### config.mk
export PLATFORM = sky130hd
export DESIGN_NAME = half_word_multiply_unit
export DESIGN_NICKNAME = d
export VERILOG_FILES = /design/src/pkg/half_word_multiply_pkg.sv /design/src/core/half_mult_core.sv /design/src/core/half_word_multiply_unit.sv
export SDC_FILE = /design/constraint.sdc
export NUM_CORES = 1
export LEC_CHECK = 0
export ABC_AREA = 1
export BUFFER_PORTS_ARGS = -buffer_cell sky130_fd_sc_hd__buf_2
export CORE_MARGIN = 4
export CORE_UTILIZATION = 47
export CTS_CLUSTER_DIAMETER = 40
export DETAILED_ROUTE_END_ITERATION = 6
export PLACE_DENSITY = 0.67
export SKIP_CTS_REPAIR_TIMING = 1
export SYNTH_ARGS = -nofsm -noshare
export SYNTH_HDL_FRONTEND = slang
export SYNTH_SLANG_ARGS = --single-unit
### constraint.sdc
create_clock -name i_ref_clk -period 2.35 [get_ports i_ref_clk]
set_clock_uncertainty 0.15 [all_clocks]
set_input_delay 0.235 -clock i_ref_clk [delete_from_list [all_inputs] [get_ports i_ref_clk]]
set_output_delay 0.235 -clock i_ref_clk [all_outputs]
set_load 0.01 [all_outputs]
### src/pkg/half_word_multiply_pkg.sv
// half-word multiply unit constants: instruction fields, operation codes, widths
// assumes a 32-bit instruction word and 32-bit general registers
package half_word_multiply_pkg;
	// ********************
	// instruction fields
	// ********************
	localparam int COND_REG_MSB    = 31;
	localparam int COND_REG_LSB    = 29;
	localparam int COND_ZERO_BIT   = 28;
	localparam int DST_MSB         = 27;
	localparam int DST_LSB         = 23;
	localparam int SRC2_MSB        = 22;
	localparam int SRC2_LSB        = 18;
	localparam int SRC1_MSB        = 17;
	localparam int SRC1_LSB        = 13;
	localparam int CROSS_BIT       = 12;
	localparam int OP_MSB          = 11;
	localparam int OP_LSB          = 7;
	localparam int PAD_MSB         = 6;
	localparam int PAD_LSB         = 2;
	localparam int SIDE_BIT        = 1;
	localparam int CHAIN_BIT       = 0;
	localparam logic [4:0] PAD_ZERO = 5'h00;
	// ********************
	// operation codes
	// ********************
	localparam logic [4:0] OP_UHIGH_BY_SHIGH = 5'h05;
	localparam logic [4:0] OP_SLOW_BY_SHIGH  = 5'h11;
	localparam logic [4:0] OP_ULOW_BY_UHIGH  = 5'h17;
	localparam logic [4:0] OP_SLOW_BY_UHIGH  = 5'h13;
	localparam logic [4:0] OP_ULOW_BY_SHIGH  = 5'h15;
	localparam logic [4:0] OP_SLOW_BY_ULOW   = 5'h1B;
	localparam logic [4:0] OP_SLOW_BY_ULOW_K = 5'h1E;
	localparam logic [4:0] OP_ULOW_BY_ULOW   = 5'h1F;
	localparam logic [4:0] OP_ULOW_BY_SLOW   = 5'h1D;
	// ********************
	// widths and reset values
	// ********************
	localparam int REG_ADDR_W = 5;
	localparam int DATA_W     = 32;
	localparam int HALF_W     = 16;
	localparam logic [31:0] PRODUCT_RESET = 32'h0000_0000;
endpackage

### src/core/half_mult_core.sv
// signed/unsigned 16x16 multiplier core, combinational
// assumes operands already selected; the caller registers the product
`timescale 1ns/100ps
module half_mult_core (
	input  wire logic [15:0] i_a,
	input  wire logic        i_a_signed,
	input  wire logic [15:0] i_b,
	input  wire logic        i_b_signed,
	output logic      [31:0] o_product
);
	logic signed [16:0] a_ext;
	logic signed [16:0] b_ext;
	logic signed [33:0] full;
	// sign or zero extension keeps every mix exact
	assign a_ext     = {i_a_signed & i_a[15], i_a};
	assign b_ext     = {i_b_signed & i_b[15], i_b};
	assign full      = a_ext * b_ext;
	assign o_product = full[31:0];
endmodule

### src/core/half_word_multiply_unit.sv
// half-word multiply unit: decode, operand read in stage one, write in stage two
// assumes register files answer reads combinationally and condition truth is supplied
`timescale 1ns/100ps
// Function
// - mul_uhigh_by_shigh multiplies unsigned upper half of src1 by signed upper half of src2.
// - mul_slow_by_shigh multiplies signed low half of src1 by signed upper half of src2.
// - mul_ulow_by_uhigh multiplies unsigned low half of src1 by unsigned upper half of src2.
// - mul_ulow_by_shigh multiplies unsigned low half of src1 by signed upper half of src2.
// - mul_slow_by_ulow multiplies signed low src1 (code 11011) or a signed 5-bit src1-field constant (code 11110) by unsigned low src2.
// - mul_ulow_by_slow multiplies unsigned low half of src1 by signed low half of src2.
// - the destination is written only when the condition is true, otherwise nothing changes.
// - sources are read in stage one and the product written in stage two, one delay slot.
// - only mult_unit_a or mult_unit_b take these operations, each with two sources and a dst.
// - mul_ulow_by_slow is recognised by code 11101 with bits 6 to 2 zero.
// - mul_ulow_by_uhigh is recognised by code 10111 with bits 6 to 2 zero.
module half_word_multiply_unit (
	input  wire logic                                       i_ref_clk,
	input  wire logic                                       i_sys_rst,
	input  wire logic                                       i_issue,
	input  wire logic [31:0]                                i_instr,
	input  wire logic                                       i_cond_true,
	input  wire logic [half_word_multiply_pkg::DATA_W-1:0]  i_src1_data,
	input  wire logic [half_word_multiply_pkg::DATA_W-1:0]  i_src2_data,
	input  wire logic [half_word_multiply_pkg::DATA_W-1:0]  i_src2_cross_data,
	output logic                                            o_accept,
	output logic [2:0]                                      o_cond_reg_select,
	output logic                                            o_cond_zero_sense,
	output logic [half_word_multiply_pkg::REG_ADDR_W-1:0]   o_src1_addr,
	output logic [half_word_multiply_pkg::REG_ADDR_W-1:0]   o_src2_addr,
	output logic                                            o_cross_path_select,
	output logic                                            o_unit_a_busy,
	output logic                                            o_unit_b_busy,
	output logic                                            o_parallel_chain,
	output logic                                            o_wr_en,
	output logic                                            o_wr_side_b,
	output logic [half_word_multiply_pkg::REG_ADDR_W-1:0]   o_wr_addr,
	output logic [half_word_multiply_pkg::DATA_W-1:0]       o_wr_data
);
	import half_word_multiply_pkg::*;

	// ********************
	// decode
	// ********************
	logic [4:0]            op_code;
	logic [4:0]            pad_bits;
	logic [REG_ADDR_W-1:0] dst_addr;
	logic                  known_op;
	logic                  a_high;
	logic                  a_signed;
	logic                  b_high;
	logic                  b_signed;
	logic                  a_is_const;

	assign op_code             = i_instr[OP_MSB:OP_LSB];
	assign pad_bits            = i_instr[PAD_MSB:PAD_LSB];
	assign dst_addr            = i_instr[DST_MSB:DST_LSB];
	assign o_src1_addr         = i_instr[SRC1_MSB:SRC1_LSB];
	assign o_src2_addr         = i_instr[SRC2_MSB:SRC2_LSB];
	assign o_cond_reg_select   = i_instr[COND_REG_MSB:COND_REG_LSB];
	assign o_cond_zero_sense   = i_instr[COND_ZERO_BIT];
	assign o_cross_path_select = i_instr[CROSS_BIT];

	always_comb begin
		known_op   = 1'b1;
		a_high     = 1'b0;
		a_signed   = 1'b0;
		b_high     = 1'b0;
		b_signed   = 1'b0;
		a_is_const = 1'b0;
		case (op_code)
			OP_UHIGH_BY_SHIGH: begin
				a_high   = 1'b1;
				b_high   = 1'b1;
				b_signed = 1'b1;
			end
			OP_SLOW_BY_SHIGH: begin
				a_signed = 1'b1;
				b_high   = 1'b1;
				b_signed = 1'b1;
			end
			OP_ULOW_BY_UHIGH: begin
				b_high = 1'b1;
			end
			OP_SLOW_BY_UHIGH: begin
				a_signed = 1'b1;
				b_high   = 1'b1;
			end
			OP_ULOW_BY_SHIGH: begin
				b_high   = 1'b1;
				b_signed = 1'b1;
			end
			OP_SLOW_BY_ULOW: begin
				a_signed = 1'b1;
			end
			OP_SLOW_BY_ULOW_K: begin
				a_signed   = 1'b1;
				a_is_const = 1'b1;
			end
			OP_ULOW_BY_ULOW: begin
				known_op = 1'b1;
			end
			OP_ULOW_BY_SLOW: begin
				b_signed = 1'b1;
			end
			default: begin
				known_op = 1'b0;
			end
		endcase
	end

	// only a clean pad field is a multiply on this unit
	assign o_accept = i_issue & known_op & (pad_bits == PAD_ZERO);

	// ********************
	// stage one: operand read and multiply
	// ********************
	logic [DATA_W-1:0] src2_sel;
	logic [15:0]       a_half;
	logic [15:0]       b_half;
	logic [31:0]       product;

	// cross path takes src2 from the opposite file
	assign src2_sel = o_cross_path_select ? i_src2_cross_data : i_src2_data;
	// 5-bit signed constant sits in the src1 field
	assign a_half   = a_is_const ? {{11{o_src1_addr[4]}}, o_src1_addr}
	                : (a_high ? i_src1_data[31:16] : i_src1_data[15:0]);
	assign b_half   = b_high ? src2_sel[31:16] : src2_sel[15:0];

	half_mult_core u_core (
		.i_a        (a_half),
		.i_a_signed (a_signed),
		.i_b        (b_half),
		.i_b_signed (b_signed),
		.o_product  (product)
	);

	// side bit steers to unit b, chain bit flags parallel issue
	assign o_unit_a_busy    = o_accept & ~i_instr[SIDE_BIT];
	assign o_unit_b_busy    = o_accept & i_instr[SIDE_BIT];
	assign o_parallel_chain = i_issue & i_instr[CHAIN_BIT];

	// ********************
	// stage two: write back
	// ********************
	// false condition behaves as a no-operation, no write strobe
	always_ff @(posedge i_ref_clk or posedge i_sys_rst) begin
		if (i_sys_rst) begin
			o_wr_en <= 1'b0;
		end else begin
			o_wr_en <= o_accept & i_cond_true;
		end
	end

	// data held when no write, so a skipped op leaves the old value visible
	always_ff @(posedge i_ref_clk or posedge i_sys_rst) begin
		if (i_sys_rst) begin
			o_wr_data   <= PRODUCT_RESET;
			o_wr_addr   <= '0;
			o_wr_side_b <= 1'b0;
		end else if (o_accept & i_cond_true) begin
			o_wr_data   <= product;
			o_wr_addr   <= dst_addr;
			o_wr_side_b <= i_instr[SIDE_BIT];
		end
	end

	// ********************
	// checks
	// ********************
	write_follows_a : assert property (@(posedge i_ref_clk) disable iff (i_sys_rst)
		(o_accept && i_cond_true) |=> o_wr_en)
		else $error("write did not follow accepted op");
	false_cond_nop_a : assert property (@(posedge i_ref_clk) disable iff (i_sys_rst)
		(!o_accept || !i_cond_true) |=> (!o_wr_en && $stable(o_wr_data)))
		else $error("write on false condition");
	product_value_a : assert property (@(posedge i_ref_clk) disable iff (i_sys_rst)
		(o_accept && i_cond_true) |=> (o_wr_data == $past(product)))
		else $error("written product wrong");
	uhigh_shigh_a : assert property (@(posedge i_ref_clk) disable iff (i_sys_rst)
		(o_accept && op_code == OP_UHIGH_BY_SHIGH) |->
		(product == {16'h0000, i_src1_data[31:16]} * {{16{src2_sel[31]}}, src2_sel[31:16]}))
		else $error("uhigh by shigh wrong");
	slow_shigh_a : assert property (@(posedge i_ref_clk) disable iff (i_sys_rst)
		(o_accept && op_code == OP_SLOW_BY_SHIGH) |->
		(product == {{16{i_src1_data[15]}}, i_src1_data[15:0]}
		* {{16{src2_sel[31]}}, src2_sel[31:16]}))
		else $error("slow by shigh wrong");
	ulow_uhigh_a : assert property (@(posedge i_ref_clk) disable iff (i_sys_rst)
		(o_accept && op_code == OP_ULOW_BY_UHIGH) |->
		(product == 32'(i_src1_data[15:0]) * 32'(src2_sel[31:16])))
		else $error("ulow by uhigh wrong");
	ulow_shigh_a : assert property (@(posedge i_ref_clk) disable iff (i_sys_rst)
		(o_accept && op_code == OP_ULOW_BY_SHIGH) |->
		(product == {16'h0000, i_src1_data[15:0]} * {{16{src2_sel[31]}}, src2_sel[31:16]}))
		else $error("ulow by shigh wrong");
	ulow_slow_a : assert property (@(posedge i_ref_clk) disable iff (i_sys_rst)
		(o_accept && op_code == OP_ULOW_BY_SLOW) |->
		(product == {16'h0000, i_src1_data[15:0]} * {{16{src2_sel[15]}}, src2_sel[15:0]}))
		else $error("ulow by slow wrong");
	// 32-bit extended operands keep the reference exact, no cast width ambiguity
	slow_ulow_a : assert property (@(posedge i_ref_clk) disable iff (i_sys_rst)
		(o_accept && op_code == OP_SLOW_BY_ULOW) |->
		(product == {{16{i_src1_data[15]}}, i_src1_data[15:0]} * {16'h0000, src2_sel[15:0]}))
		else $error("slow by ulow wrong");
	const_ulow_a : assert property (@(posedge i_ref_clk) disable iff (i_sys_rst)
		(o_accept && op_code == OP_SLOW_BY_ULOW_K) |->
		(product == {{27{o_src1_addr[4]}}, o_src1_addr} * {16'h0000, src2_sel[15:0]}))
		else $error("constant by ulow wrong");
	pad_reject_a : assert property (@(posedge i_ref_clk) disable iff (i_sys_rst)
		(pad_bits != PAD_ZERO) |-> !o_accept)
		else $error("accepted with nonzero pad");
	one_unit_a : assert property (@(posedge i_ref_clk) disable iff (i_sys_rst)
		!(o_unit_a_busy && o_unit_b_busy) && (o_accept == (o_unit_a_busy || o_unit_b_busy)))
		else $error("unit busy mismatch");
	ulow_uhigh_dec_a : assert property (@(posedge i_ref_clk) disable iff (i_sys_rst)
		(i_issue && i_instr[OP_MSB:OP_LSB] == 5'h17 && i_instr[PAD_MSB:PAD_LSB] == 5'h00) |-> o_accept)
		else $error("ulow by uhigh not accepted");
	cross_path_a : assert property (@(posedge i_ref_clk) disable iff (i_sys_rst)
		i_instr[CROSS_BIT] |-> (src2_sel == i_src2_cross_data))
		else $error("cross path not taken");
endmodule

* Yosys cells after proc, flatten, opt, wreduce, memory -nomap -nowiden *
Index checks and enable logic that the tools add are counted.

operators by class
  $mul = 1
  eq/ne operators = 9
  mux-type cells = 10
  bitwise logic cells = 9
  reduce and logical (&&, ||, !) cells = 5

operator list
  cell                                                                   count
  16-bit 2-to-1 mux                                                      3
  5-bit equality test, second input constant                             8
  17-bit by 17-bit multiplier with 32-bit output                         1
  32-bit 2-to-1 mux                                                      1
  9-bit OR reduction                                                     1
  1-bit AND                                                              8
  4-bit OR reduction                                                     2
  1-bit 2-to-1 mux                                                       6
  5-bit by 3-bit equality test with 1-bit output, second input constant  1
  5-bit zero test                                                        1
  5-bit OR reduction                                                     1
  1-bit NOT                                                              1

storage, ports and cells
  flip-flop bits (word level) = 39
  input port bits = 132
  output and inout port bits = 58
  word-level logic and storage cells = 38

* Logic depth before layout (Yosys ltp) *
Gate-level depths: netlist (run 1).

  depth after elaboration = 6
  mapped depth = 39

* Cells and area by module *
A second synthesis (run 1) with hierarchy kept.

second synthesis, totals
  cell total of the unflattened synthesis = 1884
  area, all modules = 14277.4 um^2

modules (own cells, without submodules)
  module                   times used  cells each  area an instance (um^2)
  half_mult_core           1           1511        11524.8
  half_word_multiply_unit  1           373         2752.6

* Worst setup path after synthesis (run 1) *
OpenSTA, ideal clock, no wires.

  path type = in2reg
  start point = input port i_instr[10]
  end point = register o_wr_data[28] in the netlist's numbering
  library setup time = 0.117 ns
  arrival = 6.259 ns
  path slack = -4.176 ns
  stages on the path = 30
  buffers on the path = 2
  cells stage by stage = inv_1 nand2_1 o21a_1 nand2_4 buf_12 buf_12 o211ai_4 o21ai_4 inv_4 nor2_4 inv_2 fa_1 inv_1 fa_1 inv_1 fa_1 fa_1 inv_1 fa_1 inv_1 fa_1 inv_1 ha_1 nand2_1 nor2_1 a211oi_1 nand3_1 or2_2 nand3_1 nand2_1

between the ends
  word-level cells in the longest chain between the ends = 6

ends and longest elaborated chain
  item                                                                                          RTL line                                                                    text
  start: declaration                                                                            half_word_multiply_unit.sv:20                                               input wire logic [31:0] i_instr,
  5-bit equality test / 5-bit by 3-bit equality test with 1-bit output (equally long branches)  half_word_multiply_unit.sv:70                                               case (op_code)
  5-bit OR reduction (no line), or another cell as far along                                    --
  1-bit 2-to-1 mux / 16-bit 2-to-1 mux (equally long branches)                                  half_word_multiply_unit.sv:70, half_word_multiply_unit.sv:126
  16-bit 2-to-1 mux, or another cell as far along                                               half_word_multiply_unit.sv:127                                              assign b_half = b_high ? src2_sel[31:16] : src2_sel[15:0];
  1-bit AND, on equally long branches                                                           half_mult_core.sv:16, half_word_multiply_unit.sv:112, half_mult_core.sv:15
  17-bit by 17-bit multiplier with 32-bit output / 1-bit AND (equally long branches)            half_mult_core.sv:17, half_word_multiply_unit.sv:160
  end signal: assignment                                                                        half_word_multiply_unit.sv:161                                              o_wr_data <= product;
  end: declaration                                                                              half_word_multiply_unit.sv:37                                               output logic [half_word_multiply_pkg::DATA_W-1:0] o_wr_data

Several ways; a longest one is shown, not always the timed one.
A chain may end at the register's enable or synchronous reset.

* Worst setup path after layout (run 1) *
  start point = input port i_instr[7]
  end point = register o_wr_data[31] in the netlist's numbering

The elaborated chain is that of the path after synthesis.

==> results.toml, run 1 <==
[critical_path]
worstSetupEndpoint = "o_wr_data[31]"
critPathKind = "input pin to flip-flop"
reg2reg_slack_ns = 1.53
arrival_ns = 6.24
cp_common_cell = "fa_1"
cp-start-kind = "input pin"
required_ns = 2.37
critPathCaptureType = "flip-flop"
r2r-start = "o_wr_data[20]"
crit_path_start = "i_instr[7]"
rr_worst_depth = 2
crit_fanout = 7
crit_path_top_delay_cell = "fa_2"
crit_path_max_incr_delay_ns = 0.61
cp_top_family = "adder cells"
cp_num_buf_inv = 11
path_depth = 33
reg2reg_to = "o_wr_data[20]"

[synth]
synthTopCellsByCount = "373 x inv_1, 353 x nand2_1, 282 x fa_1, 183 x nor2_1, 82 x ha_1"
synthFlopType = "dfrtp_1"
async_reset_ff_share_pct = 100
synth-edff-count = 0
synth_top_area_share_pct = 42.0
synth_mux_area_share_pct = 1.59
syn_inst = 1658
synth_xor_area_share_pct = 1.11
synth_top_family_by_area = "adder cells"
synthTopCellsByArea = "fa_1 42%, inv_1 10%, nand2_1 9.9%"
ys_types = 47
ys_seq_area_share_pct = 7.26
synth_most_common_cell = "inv_1"
synth-simple-area-share_pct = 19.9
synth_area_um2 = 13400
yosysTopAreaCell = "fa_1"
synthAdderAreaFrac_pct = 49.6
synth_compound_area_share_pct = 6.30
syn_area_per_cell_um2 = 8.11
synth_nets = 2154
ys_seq_elements = 39
yosys_warnings = 0

[finish]
drive_gt1_share_pct = 39.9
nNetsFinal = 2593
diodes = 0
area_delta_synth_final_pct = 40.8

[placed_design]
place_hpwl_um = 34000
place_congestion = 0.960
port_buffers = 171

[die]
die_area_um2 = 31400
rows = 61
die_h_um = 177
ios = 190
fp.dieW_um = 177
core_area_um2 = 28000
initial_utilization_pct = 48.0

[global_routing]
antenna_found_initial = 0
grt_pass1_vias = 13000
grt_max_degree = 40
grt_usage_pct = 25.4
grt-ovfl-total = 0
grt_pass1_wl_um = 63500

[clock_network]
cts.sinks = 39
root_buffer = "clkbuf_16"
insertion_delay_ns = 0.28
cts_buffers = 5
cts.clk_slew.worst_paths_ns = 0.05
cts_max_path_buffers = 2
h-tree-depth = 2
cts_tree = "built"

[timing]
finalSetupTns_ns = -96.90
slew_headroom_pct = 67.5
slew_viol_final = 0
fin_crit_sh_pct = 265
setup-violations-final = 30
worst_slew_pin_slew_ns = 0.487
min_period_ns = 6.22
fin_ws_ns = -3.87
fmax_ghz = 0.161
rsz0062_at_grt = "true"
finalHoldViolCount = 0

[routing]
drcViolationCount = 0
drt-pass1-iter-count = 5
viasPerCell = 5.06
routedWlPerCell_um = 16.6
wl_um = 41100
final_antenna_net_count = 0
vias = 12500
drtIter0Drc = 720

[run_status]
outcome = "finished with violations"
violations = "negative setup slack"

[flow_run]
cap_violations = 0

[min_path]
min_path_type = "input pin to flip-flop"
min-delay-start = "i_instr[27]"
-- cell type report --
class                      instances  area, um2
multi-input combinational       1170      12000
fill                            2214       9080
timing repair buffer             487       3740
inverter                         392       1540
sequential                        39        976
tap                              378        473
clock buffer                       6        139
clock inverter                     2       35.0
timing repair inverter             2       15.0
-- how the worst min path moves through the flow --
stage / to / slack [ns] / cells after the start
global route: o_wr_addr[2] / 0.003 / 3
floorplan: o_wr_addr[0] / 0.20 / 2
detailed placement: o_wr_data[31] / 0.23 / 3
finish: o_wr_addr[4] / 0.006 / 3
CTS: o_wr_data[31] / -0.07 / 3
global placement: o_wr_data[30] / 0.22 / 3
-- sequential cells by signal (all words and copies together) (netlist names) --
register and count:
o_wr_side_b 1, o_wr_addr 5, o_wr_en 1, o_wr_data 32
-- cell usage in the layout (no fill, tap or decap), types with 21 or more instances in the layout --
cell / synthesis / layout
buf_6: 8 / 46
dfrtp_1: 39 / 39
ha_1: 82 / 54
nand2_1: 353 / 290
ha_4: 0 / 28
nand3_1: 54 / 41
o21ai_1: 14 / 21
nor2_1: 183 / 150
inv_1: 373 / 318
buf_12: 3 / 24
inv_2: 12 / 55
nor2_2: 4 / 25
fa_1: 282 / 265
nand2_4: 4 / 22
buf_4: 20 / 248
nand2_2: 9 / 48
buf_2: 19 / 166
-- metrics by stage --
step           utilization (%)  instance area (um2)  setup slack (ns)  cells  hold slack [ns]
5_1_grt                   67.6                18900             -4.08   2476          0.00349
2_1_floorplan                -                14000             -3.82   1658            0.202
6_report                  67.6                18900             -3.87   2476          0.00553
3_3_place_gp              60.7                17000             -4.37   2405            0.224
4_1_cts                   61.3                17200             -4.13   2413          -0.0677
3_5_place_dp              60.7                17000             -4.41   2405            0.230
-- worst register-to-register path, cell delays in order (launching register included) --
cell	delay (ns)
dfrtp_1	0.37
nand2_1	0.07
o21ai_0	0.09
-- layer usage --
metal / GRT usage [%] / routed length, um / share of wire (%)
met1: 32.6 / 15800 / 38
met2: 43.9 / 20700 / 51
met3: 4.25 / 2980 / 7.2
met4: 8.06 / 1570 / 3.8
met5: 0 / 0 / 0
-- cells by family (layout without fill, tap and decap cells) --
| family | count (synthesis) | in the layout |
|---|---|---|
| fa+ha+maj | 364 | 364 |
| mux | 21 | 21 |
| buf+inv | 450 | 889 |
| xor+xnor | 17 | 17 |
| simple gates | 644 | 645 |
| compound gates | 123 | 123 |
| flops | 39 | 39 |
Power of run 1 is left out: the tool's default activity adds up to more than one toggle a clock period on the data nets, which glitch-free logic cannot reach.
==> inputs of run 2 (changes only) <==
--- a/config.mk
+++ b/config.mk
@@ -9,7 +9,7 @@
 export BUFFER_PORTS_ARGS = -buffer_cell sky130_fd_sc_hd__buf_2
 export CORE_MARGIN = 4
 export CORE_UTILIZATION = 47
-export CTS_CLUSTER_DIAMETER = 40
+export CTS_CLUSTER_DIAMETER = 200
 export DETAILED_ROUTE_END_ITERATION = 6
 export PLACE_DENSITY = 0.67
 export SKIP_CTS_REPAIR_TIMING = 1
==> constraint.sdc (replaced) <==
create_clock -name i_ref_clk -period 6 [get_ports i_ref_clk]
set_clock_uncertainty 0.15 [all_clocks]
set_input_delay 0.6 -clock i_ref_clk [delete_from_list [all_inputs] [get_ports i_ref_clk]]
set_output_delay 0.6 -clock i_ref_clk [all_outputs]
set_load 0.01 [all_outputs]
==> run 2 against run 1 <==
The flow still finishes with violations (negative setup slack). Register-to-register slack gained 3.6 ns. Critical path depth shrank 4. First-iteration DRC count grew 14%. Via count shrank 1.4%. Cell count shrank 1.3%. Sequential share of layout area grew 0.18 points. Die area is the same. Flip-flop and latch count is the same. Non-clock buffer count shrank 28. Worst setup slack gained 3.3 ns. Largest cell class unchanged.
==> results.toml, run 2 (synthesis gave the netlist of run 1 again) <==
[die]
fp.dieW_um = 177
die_h_um = 177
initial_utilization_pct = 48.0
core_area_um2 = 28000
die_area_um2 = 31400
ios = 190
rows = 61

[routing]
highest_layer = "met4"
final_antenna_net_count = 0
vias = 12300
routedLengthMet1_um = 15400
viasPerCell = 5.05
drtIter0Drc = 823
drt-pass1-iter-count = 5
wl_um = 40300
met2_length_um = 20900
drcViolationCount = 0
dr_wl_met3_um = 2900
routedWlPerCell_um = 16.5

[critical_path]
critPathCaptureType = "flip-flop"
crit_fanout = 9
required_ns = 6.02
cp_common_cell = "fa_1"
arrival_ns = 6.61
crit_path_max_incr_delay_ns = 0.63
cp-start-kind = "input pin"
critPathKind = "input pin to flip-flop"
crit_path_top_delay_cell = "fa_2"

[finish]
biggestRegsByFlops = "o_wr_data: 32 flops, o_wr_addr: 5 flops"
drive_gt1_share_pct = 36.5
diodes = 0
largest_register_ff_count = 32
final_common_cell = "inv_1"
layout_common_cells = "334 x inv_1, 305 x nand2_1, 271 x fa_1, 242 x buf_4, 166 x buf_2"
area_delta_synth_final_pct = 36.0
nNetsFinal = 2562
largest_register = "o_wr_data"
final_core_util_pct = 65.3
postLayoutCellArea_um2 = 18300

[timing]
setup-violations-final = 21
fin_crit_sh_pct = 110
finalHoldViolCount = 0
min_period_ns = 6.59
fmax_ghz = 0.152
worst_slew_pin_slew_ns = 0.645
rsz0062_at_grt = "true"
slew_viol_final = 0
slew_headroom_pct = 57.0
fin_ws_ns = -0.590

[clock_network]
insertion_delay_ns = 0.28
root_buffer = "clkbuf_16"
cts_tree = "built"
cts.sinks = 39
h-tree-depth = 2
cts_max_path_buffers = 2
cts_buffers = 5
cts.clk_slew.worst_paths_ns = 0.06

[placed_design]
place_hpwl_um = 33600
place_congestion = 0.939
placed_area_um2 = 16700
port_buffers = 171

[run_status]
violations = "negative setup slack"
outcome = "finished with violations"

[global_routing]
grt_usage_pct = 25.2
grt_pass1_vias = 13000
grt_pass1_wl_um = 63400
grt_max_degree = 47
grt-ovfl-total = 0
antenna_found_initial = 0

[min_path]
min_path_type = "input pin to asynchronous set/reset pin"

[flow_run]
cap_violations = 0
run 2: cell count changes in the layout (fill, tap and decap cells not counted), moves of 8 or more:
cell	delta
buf_6	-18
inv_1	+16
nand2_1	+15
inv_2	-13
nand2_2	-12
nor2_1	+8
run 2: through the flow:
step	cells	TNS (ns)	setup WS [ns]	hold slack, ns
2_1_floorplan	1658	-5.01	-0.539	0.356
3_3_place_gp	2394	-19.26	-1.09	0.300
3_5_place_dp	2394	-20.25	-1.05	0.303
4_1_cts	2402	-13.87	-0.774	0.295
5_1_grt	2445	-13.39	-0.848	0.337
6_report	2445	-8.04	-0.590	0.273
run 2: routing by layer:
layer,track usage (%),vias to the layer above
met5,0,-
met4,5.80,0
met3,4.64,85
met2,45.1,399
met1,31.9,6142
li1,-,5723
run 2: cell type report:
cell class,instances,area (um2)
Fill cell,2290,9730
Inverter,392,1530
Sequential cell,39,976
Tap cell,378,473
Multi-Input combinational cell,1169,11700
Timing Repair Buffer,459,3410
Clock buffer,5,125
Clock inverter,3,43.8
run 2: path summary, 6_finish.rpt:
check                             startpoint  slack, ns             to  cells past startpoint
min in group i_ref_clk          o_wr_addr[4]       0.32   o_wr_addr[4]                      2
worst max register to register  o_wr_data[0]       5.17   o_wr_data[0]                      2
worst min register to register  o_wr_addr[4]       0.32   o_wr_addr[4]                      2
worst max-delay path              i_instr[8]      -0.59  o_wr_data[30]                     29
max in group asynchronous          i_sys_rst       5.07  o_wr_data[10]                      3
worst min-delay path               i_sys_rst       0.27  o_wr_data[30]                      3
run 2: critical path: cells and delay by family:
kind / cells / cell delay (ns)
and+or+nand+nor: 9 / 1.13
AOI/OAI and AO/OA: 4 / 0.58
buffers and inverters: 9 / 0.95
adders and majority gates: 7 / 3.31
Power of run 2 is left out for the same reason.
